===== src/rtl/host_port_pkg.sv =====
package host_port_pkg;

  // 7-bit slave addresses per address-select pin level
  localparam logic [6:0] SLV_ADDR_GND  = 7'h10;
  localparam logic [6:0] SLV_ADDR_DVDD = 7'h11;
  localparam logic [6:0] SLV_ADDR_SCL  = 7'h13;
  localparam logic [1:0] ADDR_SEL_GND  = 2'h0;
  localparam logic [1:0] ADDR_SEL_DVDD = 2'h1;
  localparam logic [1:0] ADDR_SEL_SCL  = 2'h2;

  // register pointer limits within one page
  localparam logic [7:0] PTR_NO_INC = 8'h00;
  localparam logic [7:0] PTR_MAX    = 8'hFF;
  localparam logic [7:0] PTR_RST    = 8'h00;

  // i2c bit counts
  localparam logic [3:0] I2C_BYTE_BITS = 4'h8;

  // spi word layout: flag, 10 address bits, 5 reserved, 8 data
  localparam logic [4:0] SPI_ADDR_END = 5'h0B;
  localparam logic [4:0] SPI_HDR_END  = 5'h10;
  localparam logic [4:0] SPI_WORD_END = 5'h18;
  localparam int         SPI_FLAG_AT_ADDR = 10;
  localparam int         SPI_FLAG_AT_HDR  = 15;

  // shutdown control register inside the register space
  localparam logic [9:0] CTRL_REG_ADDR      = 10'h00FF;
  localparam int         CTRL_FULL_SHUTDOWN_N_N_BIT    = 0;
  localparam int         CTRL_AUDIO_OFF_BIT = 1;
  localparam logic       FULL_SHUTDOWN_N_N_RST         = 1'b0;
  localparam logic       AUDIO_OFF_RST      = 1'b1;

  // pin synchroniser idle levels {port_sel, addr_sel[1:0], cs_n, sda, scl}
  localparam logic [5:0] PIN_RST = 6'h07;

  typedef enum logic [9:0] {
    I2C_IDLE      = 10'h001,
    I2C_ADDR      = 10'h002,
    I2C_ADDR_ACK  = 10'h004,
    I2C_PTR       = 10'h008,
    I2C_PTR_ACK   = 10'h010,
    I2C_WDATA     = 10'h020,
    I2C_WDATA_ACK = 10'h040,
    I2C_RDATA     = 10'h080,
    I2C_RDATA_ACK = 10'h100,
    I2C_IGNORE    = 10'h200
  } i2c_state_e;

endpackage


===== src/rtl/host_ctrl_port.sv =====
// Function
// - answer one of three slave addresses picked by the address-select pin
// - acknowledge a matching address byte during the ninth clock
// - second write byte loads pointer, is acknowledged, next byte lands there
// - pointer advances after each written byte, except at register zero
// - auto-increment never wraps into the next page
// - start then read address resets pointer to register zero
// - pointer advances after each transmitted byte; stop accepted anytime except in the clock high of a start
// - write address, pointer, repeated start, read address reads chosen register
// - read data bits are valid at the rising clock edge
// - spi uses clock, mosi, miso and active-low select, below 20 MHz (half the 40 MHz core clock)
// - spi samples mosi on rise, drives miso on fall, ignores clock unselected
// - select high keeps miso released and spi logic in reset
// - select rising mid-transfer discards the partial word, no register change
// - miso stays released until the register address is decoded
// - any number of write words accepted within one select, each with its own header
// - active-low full shutdown stops all but the control interface
// - active-high audio path shutdown stops codec, processor keeps running
// - port-select low means i2c, high means spi, same register space
// - stop recognised anywhere except in the same clock high as start
`timescale 1ns/1ps
module host_ctrl_port
  import host_port_pkg::*;
(
  input  wire logic       core_clk_i,        // core clock, 40 MHz
  input  wire logic       nrst_i,            // sync reset, active low
  input  wire logic       clk_en_i,          // clock enable, freezes state when low
  input  wire logic       port_sel_i,        // pin: 0 i2c, 1 spi
  input  wire logic [1:0] addr_sel_i,        // pin: slave address select level
  input  wire logic       scl_sclk_i,        // pin: i2c scl or spi sclk
  input  wire logic       sda_mosi_i,        // pin: i2c sda in or spi mosi
  input  wire logic       cs_n_i,            // pin: spi chip select, active low
  output logic            sda_o,             // sda drive value, always low
  output logic            sda_oe_o,          // sda pull-down enable
  output logic            miso_o,            // spi miso value
  output logic            miso_oe_o,         // spi miso drive enable
  output logic [9:0]      reg_addr_o,        // register address
  output logic [7:0]      reg_wdata_o,       // register write data
  output logic            reg_we_o,          // register write pulse
  output logic            reg_re_o,          // register read pulse
  input  wire logic [7:0] reg_rdata_i,       // register read data for reg_addr_o
  output logic            full_shutdown_n_o, // full shutdown control, active low
  output logic            audio_path_off_o,  // audio path shutdown, active high
  output logic            codec_run_o,       // codec enabled
  output logic            dsp_run_o          // signal processor enabled
);

  ////////////////////////////////////////////////////////////////////////////////
  // pin synchronisers

  logic [5:0] pin_s;
  logic [5:0] pin_p;

  pin_sync #(.W(6), .RST(PIN_RST)) u_sync (
    .clk_i  (core_clk_i),
    .nrst_i (nrst_i),
    .en_i   (clk_en_i),
    .pin_i  ({port_sel_i, addr_sel_i, cs_n_i, sda_mosi_i, scl_sclk_i}),
    .lvl_o  (pin_s),
    .prv_o  (pin_p)
  );

  logic       spi_mode;
  logic [1:0] asel;
  logic       cs_n_s;
  logic       sda_s;
  logic       scl_rise;
  logic       scl_fall;
  logic       ev_start;
  logic       ev_stop;

  assign spi_mode = pin_s[5];
  assign asel     = pin_s[4:3];
  assign cs_n_s   = pin_s[2];
  assign sda_s    = pin_s[1];
  assign scl_rise = pin_s[0] & ~pin_p[0];
  assign scl_fall = ~pin_s[0] & pin_p[0];
  assign ev_start = pin_s[0] & pin_p[0] & pin_p[1] & ~pin_s[1];
  assign ev_stop  = pin_s[0] & pin_p[0] & ~pin_p[1] & pin_s[1];

  function automatic logic [6:0] slave_addr(input logic [1:0] sel);
    logic [6:0] a;
    a = SLV_ADDR_GND;
    if (sel == ADDR_SEL_DVDD) begin
      a = SLV_ADDR_DVDD;
    end else if (sel == ADDR_SEL_SCL) begin
      a = SLV_ADDR_SCL;
    end
    return a;
  endfunction

  function automatic logic [7:0] sat_inc(input logic [7:0] p);
    return (p == PTR_MAX) ? PTR_MAX : p + 8'h01;
  endfunction

  ////////////////////////////////////////////////////////////////////////////////
  // serial engines and control register

  i2c_state_e st_q, st_d;
  logic [3:0] bits_q, bits_d;
  logic [7:0] sh_q, sh_d;
  logic [7:0] tx_q, tx_d;
  logic [7:0] ptr_q, ptr_d;
  logic       rw_q, rw_d;
  logic       preset_q, preset_d;
  logic       spulse_q, spulse_d;
  logic       mack_q, mack_d;
  logic       sda_oe_q, sda_oe_d;
  logic [22:0] ssh_q, ssh_d;
  logic [4:0] scnt_q, scnt_d;
  logic [9:0] saddr_q, saddr_d;
  logic       swr_q, swr_d;
  logic       srd_q, srd_d;
  logic [2:0] stxc_q, stxc_d;
  logic [7:0] stx_q, stx_d;
  logic       miso_q, miso_d;
  logic       miso_oe_q, miso_oe_d;
  logic [9:0] raddr_q, raddr_d;
  logic [7:0] wdata_q, wdata_d;
  logic       we_q, we_d;
  logic       re_q, re_d;
  logic       full_shutdown_n_n_q, full_shutdown_n_n_d;
  logic       aoff_q, aoff_d;
  logic       codec_q, codec_d;
  logic       dsp_q, dsp_d;
  logic       i2c_match;

  assign i2c_match = (sh_q[7:1] == slave_addr(asel));

  always_comb begin
    logic [23:0] snx;
    logic [4:0]  cnx;
    snx = {ssh_q, sda_s};
    cnx = scnt_q + 5'h01;
    st_d = st_q;   bits_d = bits_q; sh_d = sh_q;   tx_d = tx_q;
    ptr_d = ptr_q; rw_d = rw_q;     preset_d = preset_q;
    spulse_d = spulse_q; mack_d = mack_q; sda_oe_d = sda_oe_q;
    ssh_d = ssh_q; scnt_d = scnt_q; saddr_d = saddr_q; swr_d = swr_q;
    srd_d = srd_q; stxc_d = stxc_q; stx_d = stx_q; miso_d = miso_q;
    we_d = 1'b0;   re_d = 1'b0;     wdata_d = wdata_q;
    if (spi_mode) begin
      st_d = I2C_IDLE;
      sda_oe_d = 1'b0;
      preset_d = 1'b0;
      if (cs_n_s) begin
        scnt_d = 5'h00;
        srd_d  = 1'b0;
        stxc_d = 3'h0;
        ssh_d  = 23'h00_0000;
      end else if (scl_rise) begin
        ssh_d  = snx[22:0];
        scnt_d = cnx;
        if (cnx == SPI_ADDR_END) begin
          saddr_d = snx[9:0];
          swr_d   = snx[SPI_FLAG_AT_ADDR];
        end
        if (cnx == SPI_HDR_END && !snx[SPI_FLAG_AT_HDR]) begin
          srd_d = 1'b1;
        end
        if (cnx == SPI_WORD_END) begin
          if (swr_q) begin
            we_d    = 1'b1;
            wdata_d = snx[7:0];
            scnt_d  = 5'h00;
          end else begin
            scnt_d  = SPI_HDR_END;
            saddr_d = {saddr_q[9:8], sat_inc(saddr_q[7:0])};
          end
        end
      end else if (scl_fall && srd_q) begin
        if (stxc_q == 3'h0) begin
          miso_d = reg_rdata_i[7];
          stx_d  = {reg_rdata_i[6:0], 1'b0};
          re_d   = 1'b1;
        end else begin
          miso_d = stx_q[7];
          stx_d  = {stx_q[6:0], 1'b0};
        end
        stxc_d = stxc_q + 3'h1;
      end
    end else begin
      scnt_d = 5'h00;
      srd_d  = 1'b0;
      stxc_d = 3'h0;
      if (scl_fall) begin
        spulse_d = 1'b0;
      end
      if (ev_start) begin
        st_d = I2C_ADDR;
        bits_d = 4'h0;
        sda_oe_d = 1'b0;
        spulse_d = 1'b1;
      end else if (ev_stop && !spulse_q) begin
        st_d = I2C_IDLE;
        sda_oe_d = 1'b0;
        preset_d = 1'b0;
      end else if (scl_rise) begin
        if (st_q inside {I2C_ADDR, I2C_PTR, I2C_WDATA}) begin
          sh_d = {sh_q[6:0], sda_s};
          bits_d = bits_q + 4'h1;
        end
        if (st_q == I2C_RDATA_ACK) begin
          mack_d = ~sda_s;
        end
      end else if (scl_fall) begin
        unique case (st_q)
          I2C_ADDR: if (bits_q == I2C_BYTE_BITS) begin
            if (i2c_match) begin
              sda_oe_d = 1'b1;
              rw_d = sh_q[0];
              st_d = I2C_ADDR_ACK;
              if (sh_q[0] && !preset_q) begin
                ptr_d = PTR_RST;
              end
            end else begin
              st_d = I2C_IGNORE;
            end
          end
          I2C_ADDR_ACK: begin
            bits_d = 4'h0;
            sda_oe_d = 1'b0;
            st_d = I2C_PTR;
            if (rw_q) begin
              tx_d = {reg_rdata_i[6:0], 1'b0};
              sda_oe_d = ~reg_rdata_i[7];
              bits_d = 4'h1;
              re_d = 1'b1;
              st_d = I2C_RDATA;
            end
          end
          I2C_PTR: if (bits_q == I2C_BYTE_BITS) begin
            ptr_d = sh_q;
            preset_d = 1'b1;
            sda_oe_d = 1'b1;
            st_d = I2C_PTR_ACK;
          end
          I2C_PTR_ACK, I2C_WDATA_ACK: begin
            sda_oe_d = 1'b0;
            bits_d = 4'h0;
            st_d = I2C_WDATA;
            if (st_q == I2C_WDATA_ACK && ptr_q != PTR_NO_INC) begin
              ptr_d = sat_inc(ptr_q);
            end
          end
          I2C_WDATA: if (bits_q == I2C_BYTE_BITS) begin
            we_d = 1'b1;
            wdata_d = sh_q;
            sda_oe_d = 1'b1;
            st_d = I2C_WDATA_ACK;
          end
          I2C_RDATA: begin
            if (bits_q == I2C_BYTE_BITS) begin
              sda_oe_d = 1'b0;
              ptr_d = sat_inc(ptr_q);
              st_d = I2C_RDATA_ACK;
            end else begin
              sda_oe_d = ~tx_q[7];
              tx_d = {tx_q[6:0], 1'b0};
              bits_d = bits_q + 4'h1;
            end
          end
          I2C_RDATA_ACK: begin
            if (mack_q) begin
              tx_d = {reg_rdata_i[6:0], 1'b0};
              sda_oe_d = ~reg_rdata_i[7];
              bits_d = 4'h1;
              re_d = 1'b1;
              st_d = I2C_RDATA;
            end else begin
              sda_oe_d = 1'b0;
              st_d = I2C_IGNORE;
            end
          end
          I2C_IDLE, I2C_IGNORE: begin
          end
        endcase
      end
    end
    miso_oe_d = srd_d & ~cs_n_s & spi_mode;
    raddr_d = spi_mode ? saddr_d : {2'b00, ptr_d};
    full_shutdown_n_n_d = full_shutdown_n_n_q;
    aoff_d = aoff_q;
    if (we_d && raddr_q == CTRL_REG_ADDR) begin
      full_shutdown_n_n_d = wdata_d[CTRL_FULL_SHUTDOWN_N_N_BIT];
      aoff_d = wdata_d[CTRL_AUDIO_OFF_BIT];
    end
    dsp_d = full_shutdown_n_n_q;
    codec_d = full_shutdown_n_n_q & ~aoff_q;
  end

  always_ff @(posedge core_clk_i) begin
    if (!nrst_i) begin
      st_q <= I2C_IDLE;  bits_q <= 4'h0;     sh_q <= 8'h00;    tx_q <= 8'h00;
      ptr_q <= PTR_RST;  rw_q <= 1'b0;       preset_q <= 1'b0; spulse_q <= 1'b0;
      mack_q <= 1'b0;    sda_oe_q <= 1'b0;   ssh_q <= 23'h00_0000;
      scnt_q <= 5'h00;   saddr_q <= 10'h000; swr_q <= 1'b0;    srd_q <= 1'b0;
      stxc_q <= 3'h0;    stx_q <= 8'h00;     miso_q <= 1'b0;   miso_oe_q <= 1'b0;
      raddr_q <= 10'h000; wdata_q <= 8'h00;  we_q <= 1'b0;     re_q <= 1'b0;
      full_shutdown_n_n_q <= FULL_SHUTDOWN_N_N_RST; aoff_q <= AUDIO_OFF_RST;
      codec_q <= 1'b0;   dsp_q <= 1'b0;
    end else if (clk_en_i) begin
      st_q <= st_d;      bits_q <= bits_d;   sh_q <= sh_d;     tx_q <= tx_d;
      ptr_q <= ptr_d;    rw_q <= rw_d;       preset_q <= preset_d; spulse_q <= spulse_d;
      mack_q <= mack_d;  sda_oe_q <= sda_oe_d; ssh_q <= ssh_d;
      scnt_q <= scnt_d;  saddr_q <= saddr_d; swr_q <= swr_d;   srd_q <= srd_d;
      stxc_q <= stxc_d;  stx_q <= stx_d;     miso_q <= miso_d; miso_oe_q <= miso_oe_d;
      raddr_q <= raddr_d; wdata_q <= wdata_d; we_q <= we_d;    re_q <= re_d;
      full_shutdown_n_n_q <= full_shutdown_n_n_d; aoff_q <= aoff_d;
      codec_q <= codec_d; dsp_q <= dsp_d;
    end
  end

  assign sda_o             = 1'b0;
  assign sda_oe_o          = sda_oe_q;
  assign miso_o            = miso_q;
  assign miso_oe_o         = miso_oe_q;
  assign reg_addr_o        = raddr_q;
  assign reg_wdata_o       = wdata_q;
  assign reg_we_o          = we_q;
  assign reg_re_o          = re_q;
  assign full_shutdown_n_o = full_shutdown_n_n_q;
  assign audio_path_off_o  = aoff_q;
  assign codec_run_o       = codec_q;
  assign dsp_run_o         = dsp_q;

  logic byte_end;
  assign byte_end = clk_en_i && !spi_mode && scl_fall && !ev_start && !ev_stop && bits_q == I2C_BYTE_BITS;
endmodule


===== src/rtl/pin_sync.sv =====
`timescale 1ns/1ps
module pin_sync
  import host_port_pkg::*;
#(
  parameter int         W   = 6,
  parameter logic [5:0] RST = PIN_RST
) (
  input  wire logic         clk_i,   // core clock
  input  wire logic         nrst_i,  // sync reset, active low
  input  wire logic         en_i,    // clock enable
  input  wire logic [W-1:0] pin_i,   // asynchronous pins
  output logic      [W-1:0] lvl_o,   // synchronised level
  output logic      [W-1:0] prv_o    // level one cycle earlier
);

  logic [W-1:0] s1_q;
  logic [W-1:0] s2_q;
  logic [W-1:0] s3_q;

  always_ff @(posedge clk_i) begin
    if (!nrst_i) begin
      s1_q <= RST[W-1:0];
      s2_q <= RST[W-1:0];
      s3_q <= RST[W-1:0];
    end else if (en_i) begin
      s1_q <= pin_i;
      s2_q <= s1_q;
      s3_q <= s2_q;
    end
  end

  assign lvl_o = s2_q;
  assign prv_o = s3_q;

endmodule


===== config.mk =====
export PLATFORM = sky130hd
export DESIGN_NAME = host_ctrl_port
export DESIGN_NICKNAME = d
export VERILOG_FILES = /design/src/rtl/host_port_pkg.sv /design/src/rtl/host_ctrl_port.sv /design/src/rtl/pin_sync.sv
export SDC_FILE = /design/constraint.sdc
export NUM_CORES = 1
export LEC_CHECK = 0
export BUFFER_PORTS_ARGS = -buffer_cell sky130_fd_sc_hd__buf_4
export CORE_MARGIN = 3
export CORE_UTILIZATION = 42
export CTS_CLUSTER_SIZE = 30
export DETAILED_ROUTE_END_ITERATION = 10
export REMOVE_ABC_BUFFERS = 1
export SLEW_MARGIN = 25
export SYNTH_ARGS = -nofsm -noshare
export SYNTH_HDL_FRONTEND = slang
export SYNTH_HIERARCHICAL = 1
export SYNTH_SLANG_ARGS = --single-unit

===== constraint.sdc =====
create_clock -name core_clk_i -period 2.6 [get_ports core_clk_i]
set_input_delay 0.13 -clock core_clk_i [delete_from_list [all_inputs] [get_ports core_clk_i]]
set_output_delay 0.13 -clock core_clk_i [all_outputs]
set_load 0.02 [all_outputs]

After elaboration in Yosys (flattened, before gate mapping) --
Index checks and enable logic that the tools add are counted.
Operators by class: multiplexer cells 120, bitwise operators 22, $add $sub $neg 5, equal/unequal tests 43, reductions and logical operators 44
Operator list (number):
- 2-to-1 mux 8 bit | 29
- 2-to-1 mux 10 bit | 18
- one-hot mux 10 bit (7 select lines) | 1
- 2-to-1 mux 1 bit | 47
- one-hot mux 8 bit (4 select lines) | 1
- 2-to-1 mux 15 bit | 2
- 2-to-1 mux 4 bit | 7
- 2-to-1 mux 5 bit | 5
- one-hot mux 8 bit (3 select lines) | 1
- == test 10 x 8 -> 1 bit, second input constant | 2
- AND reduction 6 bit | 3
- nonzero test 3 bit | 6
- adder 8 x 1 -> 8 bit, second input constant | 2
- == test 8 bit, second input constant | 2
- != test 2 bit, second input constant | 8
- one-hot mux 4 bit (4 select lines) | 1
- AND reduction 8 bit | 2
- != test 5 x 3 -> 1 bit, second input constant | 3
- 2-to-1 mux 3 bit | 4
- inverter 1 bit | 12
- nonzero test 4 bit | 3
- AND reduction 11 bit | 1
- AND 1 bit | 10
- == test 10 x 2 -> 1 bit, second input constant | 1
- 40 further kinds | 63
Storage, ports and cells: input bits 17, flip-flop bits (word level) 126, output and inout port bits 28, logic and storage cells 265

Logic depth before layout (Yosys ltp) --
depth in word-level cells 13, gate-level depth with buffers 10

By module --
The synthesis kept the hierarchy.
Modules (own cells, without submodules):
- host_ctrl_port | sequential area each 2202.1 um^2, instances 1, cells an instance 773, area an instance 6516.2 um^2
- pin_sync | sequential area each 360.3 um^2, instances 1, cells an instance 57, area an instance 666.9 um^2

Worst setup path before layout --
OpenSTA, ideal clock, no wires.
kind reg-to-reg, start point reg scnt_q[0], end point reg wdata_q[4], in the netlist reg_wdata_o[4], stages on the path, launching flop included 11, clock period less this slack 2.369 ns, setup time 0.116 ns, path slack 0.231 ns, buffers on the path 2, arrival time 2.253 ns, data required time 2.484 ns, cell sequence dfxtp_1 > ha_1 > buf_2 > nand3_2 > mux2_4 > a21oi_1 > a41oi_1 > nor3_1 > buf_2 > nand2_1 > o211a_1
On the way: word-level cells in the longest chain between the ends 4
RTL lines:
- start, declared | line host_ctrl_port.sv:110 | logic [4:0] scnt_q, scnt_d;
- start signal, assigned | line host_ctrl_port.sv:305 | scnt_q <= scnt_d; saddr_q <= saddr_d; swr_q <= swr_d; srd_q <= srd_d;
- adder 5 x 1 -> 5 bit | line host_ctrl_port.sv:134 | cnx = scnt_q + 5'h01;
- == test 5 bit | line host_ctrl_port.sv:160 | if (cnx == SPI_WORD_END) begin
- != test 2 bit (no source line)
- AND reduction 11 bit (no source line)
- end signal, assigned | line host_ctrl_port.sv:307 | raddr_q <= raddr_d; wdata_q <= wdata_d; we_q <= we_d; re_q <= re_d;
- end, declared | line host_ctrl_port.sv:119 | logic [7:0] wdata_q, wdata_d;
No other way between the ends. A chain may end at the register's enable or synchronous reset.

Worst setup path in the final report --
start point reg st_q[0], end point reg st_q[9]
On the way: word-level cells in the longest chain between the ends 8, elaborated cells on any way between the ends 21, classes of those cells eq/ne: 12; mux: 6; reduce/logical: 3
RTL lines:
- start, declared | line host_ctrl_port.sv:99 | i2c_state_e st_q, st_d;
- start signal, assigned | line host_ctrl_port.sv:293 | st_q <= I2C_IDLE; bits_q <= 4'h0; sh_q <= 8'h00; tx_q <= 8'h00;
- start signal, assigned | line host_ctrl_port.sv:302 | st_q <= st_d; bits_q <= bits_d; sh_q <= sh_d; tx_q <= tx_d;
- == test 10 x 7 -> 1 bit or == test 10 x 5 -> 1 bit (tied branches) | line host_ctrl_port.sv:206 | unique case (st_q)
- OR reduction 2 bit | line host_ctrl_port.sv:206
- one-hot mux 10 bit (7 select lines) | line host_ctrl_port.sv:206
- 2-to-1 mux 10 bit | line host_ctrl_port.sv:205 | end else if (scl_fall) begin
- 2-to-1 mux 10 bit | line host_ctrl_port.sv:197 | end else if (scl_rise) begin
- 2-to-1 mux 10 bit | line host_ctrl_port.sv:193 | end else if (ev_stop && !spulse_q) begin
- 2-to-1 mux 10 bit | line host_ctrl_port.sv:188 | if (ev_start) begin
- 2-to-1 mux 10 bit | line host_ctrl_port.sv:141 | if (spi_mode) begin
Several ways; a longest one is shown, not always the timed one. The select of a mux whose other input is x is not followed.

==> metrics <==
DR pass1 iterations=5; Max H-tree Level=4; relative slew slack=37.5%; post-CTS setup buffers=0; combinational share of power=6.1%; TritonCTS clock tree=done; Placed Area=about 0.0078 mm²; largest net degree at the start of global routing=64; # Max-Cap Violations=0; clock share of power=between 50% and 60%; Final Net Count=922; count of non-filler cells in the finished layout=roughly 1100; Sw Share=a little under a quarter; Fillers=1536; diode count=0; GRT Util Overall=23.5%; critical path endpoint category=register; fmax=411 MHz; Die Y=135 µm; outcome=finished, final reports clean; vias per inst=roughly 5.8; Max rail drop VDD=between 0.4 and 0.5 mV; # rows=46; DP Worst Slack=about 170 ps; Startpoint Class=register; Hold Vio Cnt, Final=0; clk_skew=9.77 ps; Min Clock Period, post-route=2430 ps; Psw=1120 µW; final setup fails=0; core area=0.0161 mm²; # DRC=0; Avg Cell Area, Syn=8.61 µm²; final wirelength=21000 µm; Inst Count DP=1081; area grow syn2layout=21.0%; worst hold path type=in2reg; Internal=between 3000 and 4000 µW; I/O Pins=45; measured slew at the worst slew-check pin=around 940 ps; hpwl dp=15200 µm; Die Area=between 0.015 and 0.02 mm²; vias in the first global route=6358; cell area after layout=0.00852 mm²; Max Slew Vio Count=0; cell count after synthesis=818; Pwr Density=556 mW/mm²; setup_tns=0 ps; crit path kind=reg2reg; Num CTS Buffers=17; Pwr Total=4740 µW; antenna-violating nets left=0; RSZ-0062 raised after global routing=no; I/O Buffers=43; Tcrit/Tclk final=93.6%; Routability Congestion=0.930; Worst Path Required=2970 ps; global-route wire length before repair=33900 µm; initial antenna violation count=0; via count=~6500; Num Clock Sinks=124; Reg power frac=41.2%; Max Root-Sink Buffers=2; worst setup margin=approximately 170 ps; clock root buffer=clkbuf_16; Die Wd=135 µm; global route total overflow=0; CP arrival=between 2000 and 3000 ps; share of layout cells above drive strength 1=a little under a fifth; CTS clk-pin slew, worst paths=60 ps; wire per inst=18.7 µm; Starting DRT DRC Count=673; mapped cell area=0.00704 mm²; clk_lat worst skew=between 400 and 500 ps; Initial Util=~44%; Max FO, Critical Path=10; leakage=0.00356 µW; Synth Warn #=6
-- through the flow --
stage | util (%) | hold WS [ps]
after detailed placement | 48.4 | 351
after global routing | 52.9 | 71.2
after CTS | 52.7 | 62.2
after global placement | 48.4 | 344
after floorplan | - | 192
final | 52.9 | 75.4
-- routing by layer --
layer  vias up  GRT usage, %  wire length (µm)
met3        33          5.20              1280
met2       211          37.1              9830
li1       3120             -                 -
met5         -             0                 0
met1      3094          32.3              9540
met4         0          7.00               317
-- power groups by stage --
stage | registers, µW | clock network, µW | logic (µW)
final | 1950 | 2500 | 287
after global routing | 1960 | 2620 | 313
after CTS | 1950 | 2540 | 285
after detailed placement | 1990 | 0 | 277
after global placement | 1990 | 0 | 273
after floorplan | 2000 | 0 | 128
-- sequential cells by signal, summed over array words and instances (netlist names), 2 cells and up --
name	flops
reg_wdata_o	8
tx_q	7
stx_q	7
u_sync/prv_o	2
reg_addr_o	10
bits_q	4
scnt_q	5
u_sync/s1_q	6
st_q	10
stxc_q	3
ptr_q	8
u_sync/lvl_o	6
saddr_q	10
ssh_q	15
sh_q	8
-- cell usage in the layout (no fill, tap or decap), types with 20 or more instances in the layout --
cell type	count
mux2i_1	45
nand3_1	25
nor2_1	52
nand2_1	90
o21ai_0	38
nor2b_1	64
a22oi_1	25
inv_1	20
a21oi_1	37
dfxtp_1	122
buf_4	92
o211a_1	23
-- layout make-up --
class | instances | area (µm²) | area share [%]
tap | 216 | 270 | 3.17
multi-input combinational | 628 | 4290 | 50.4
clock inverter | 12 | 161 | 1.89
sequential | 124 | 2480 | 29.2
inverter | 20 | 75.1 | 0.881
timing repair buffer | 100 | 781 | 9.17
clock buffer | 20 | 457 | 5.36
-- critical path, stage by stage (launching register included) --
cell and delay [ps]:
dfxtp_1 370, nor4_4 510, buf_4 230, nand2_1 100, o22ai_2 270, o2111a_1 300, a21oi_4 90, nor4b_1 360
a31o_2 160
-- repair_timing --
| item | CTS | global route |
|---|---|---|
| gates resized for setup | 0 | 5 |
| hold buffers | 7 | 0 |
| endpoints found under the setup margin | 0 | 9 |
| hold endpoints to repair | 7 | 0 |
-- final timing paths --
path,from,to,slack (ps),cells after the start
max,st_q[0],st_q[9],170,8
min,reg_rdata_i[5],stx_q[6],80,4
max reg2reg,st_q[0],st_q[9],170,8
min reg2reg,tx_q[1],tx_q[1],460,2
(Power assumes the default switching activity.)
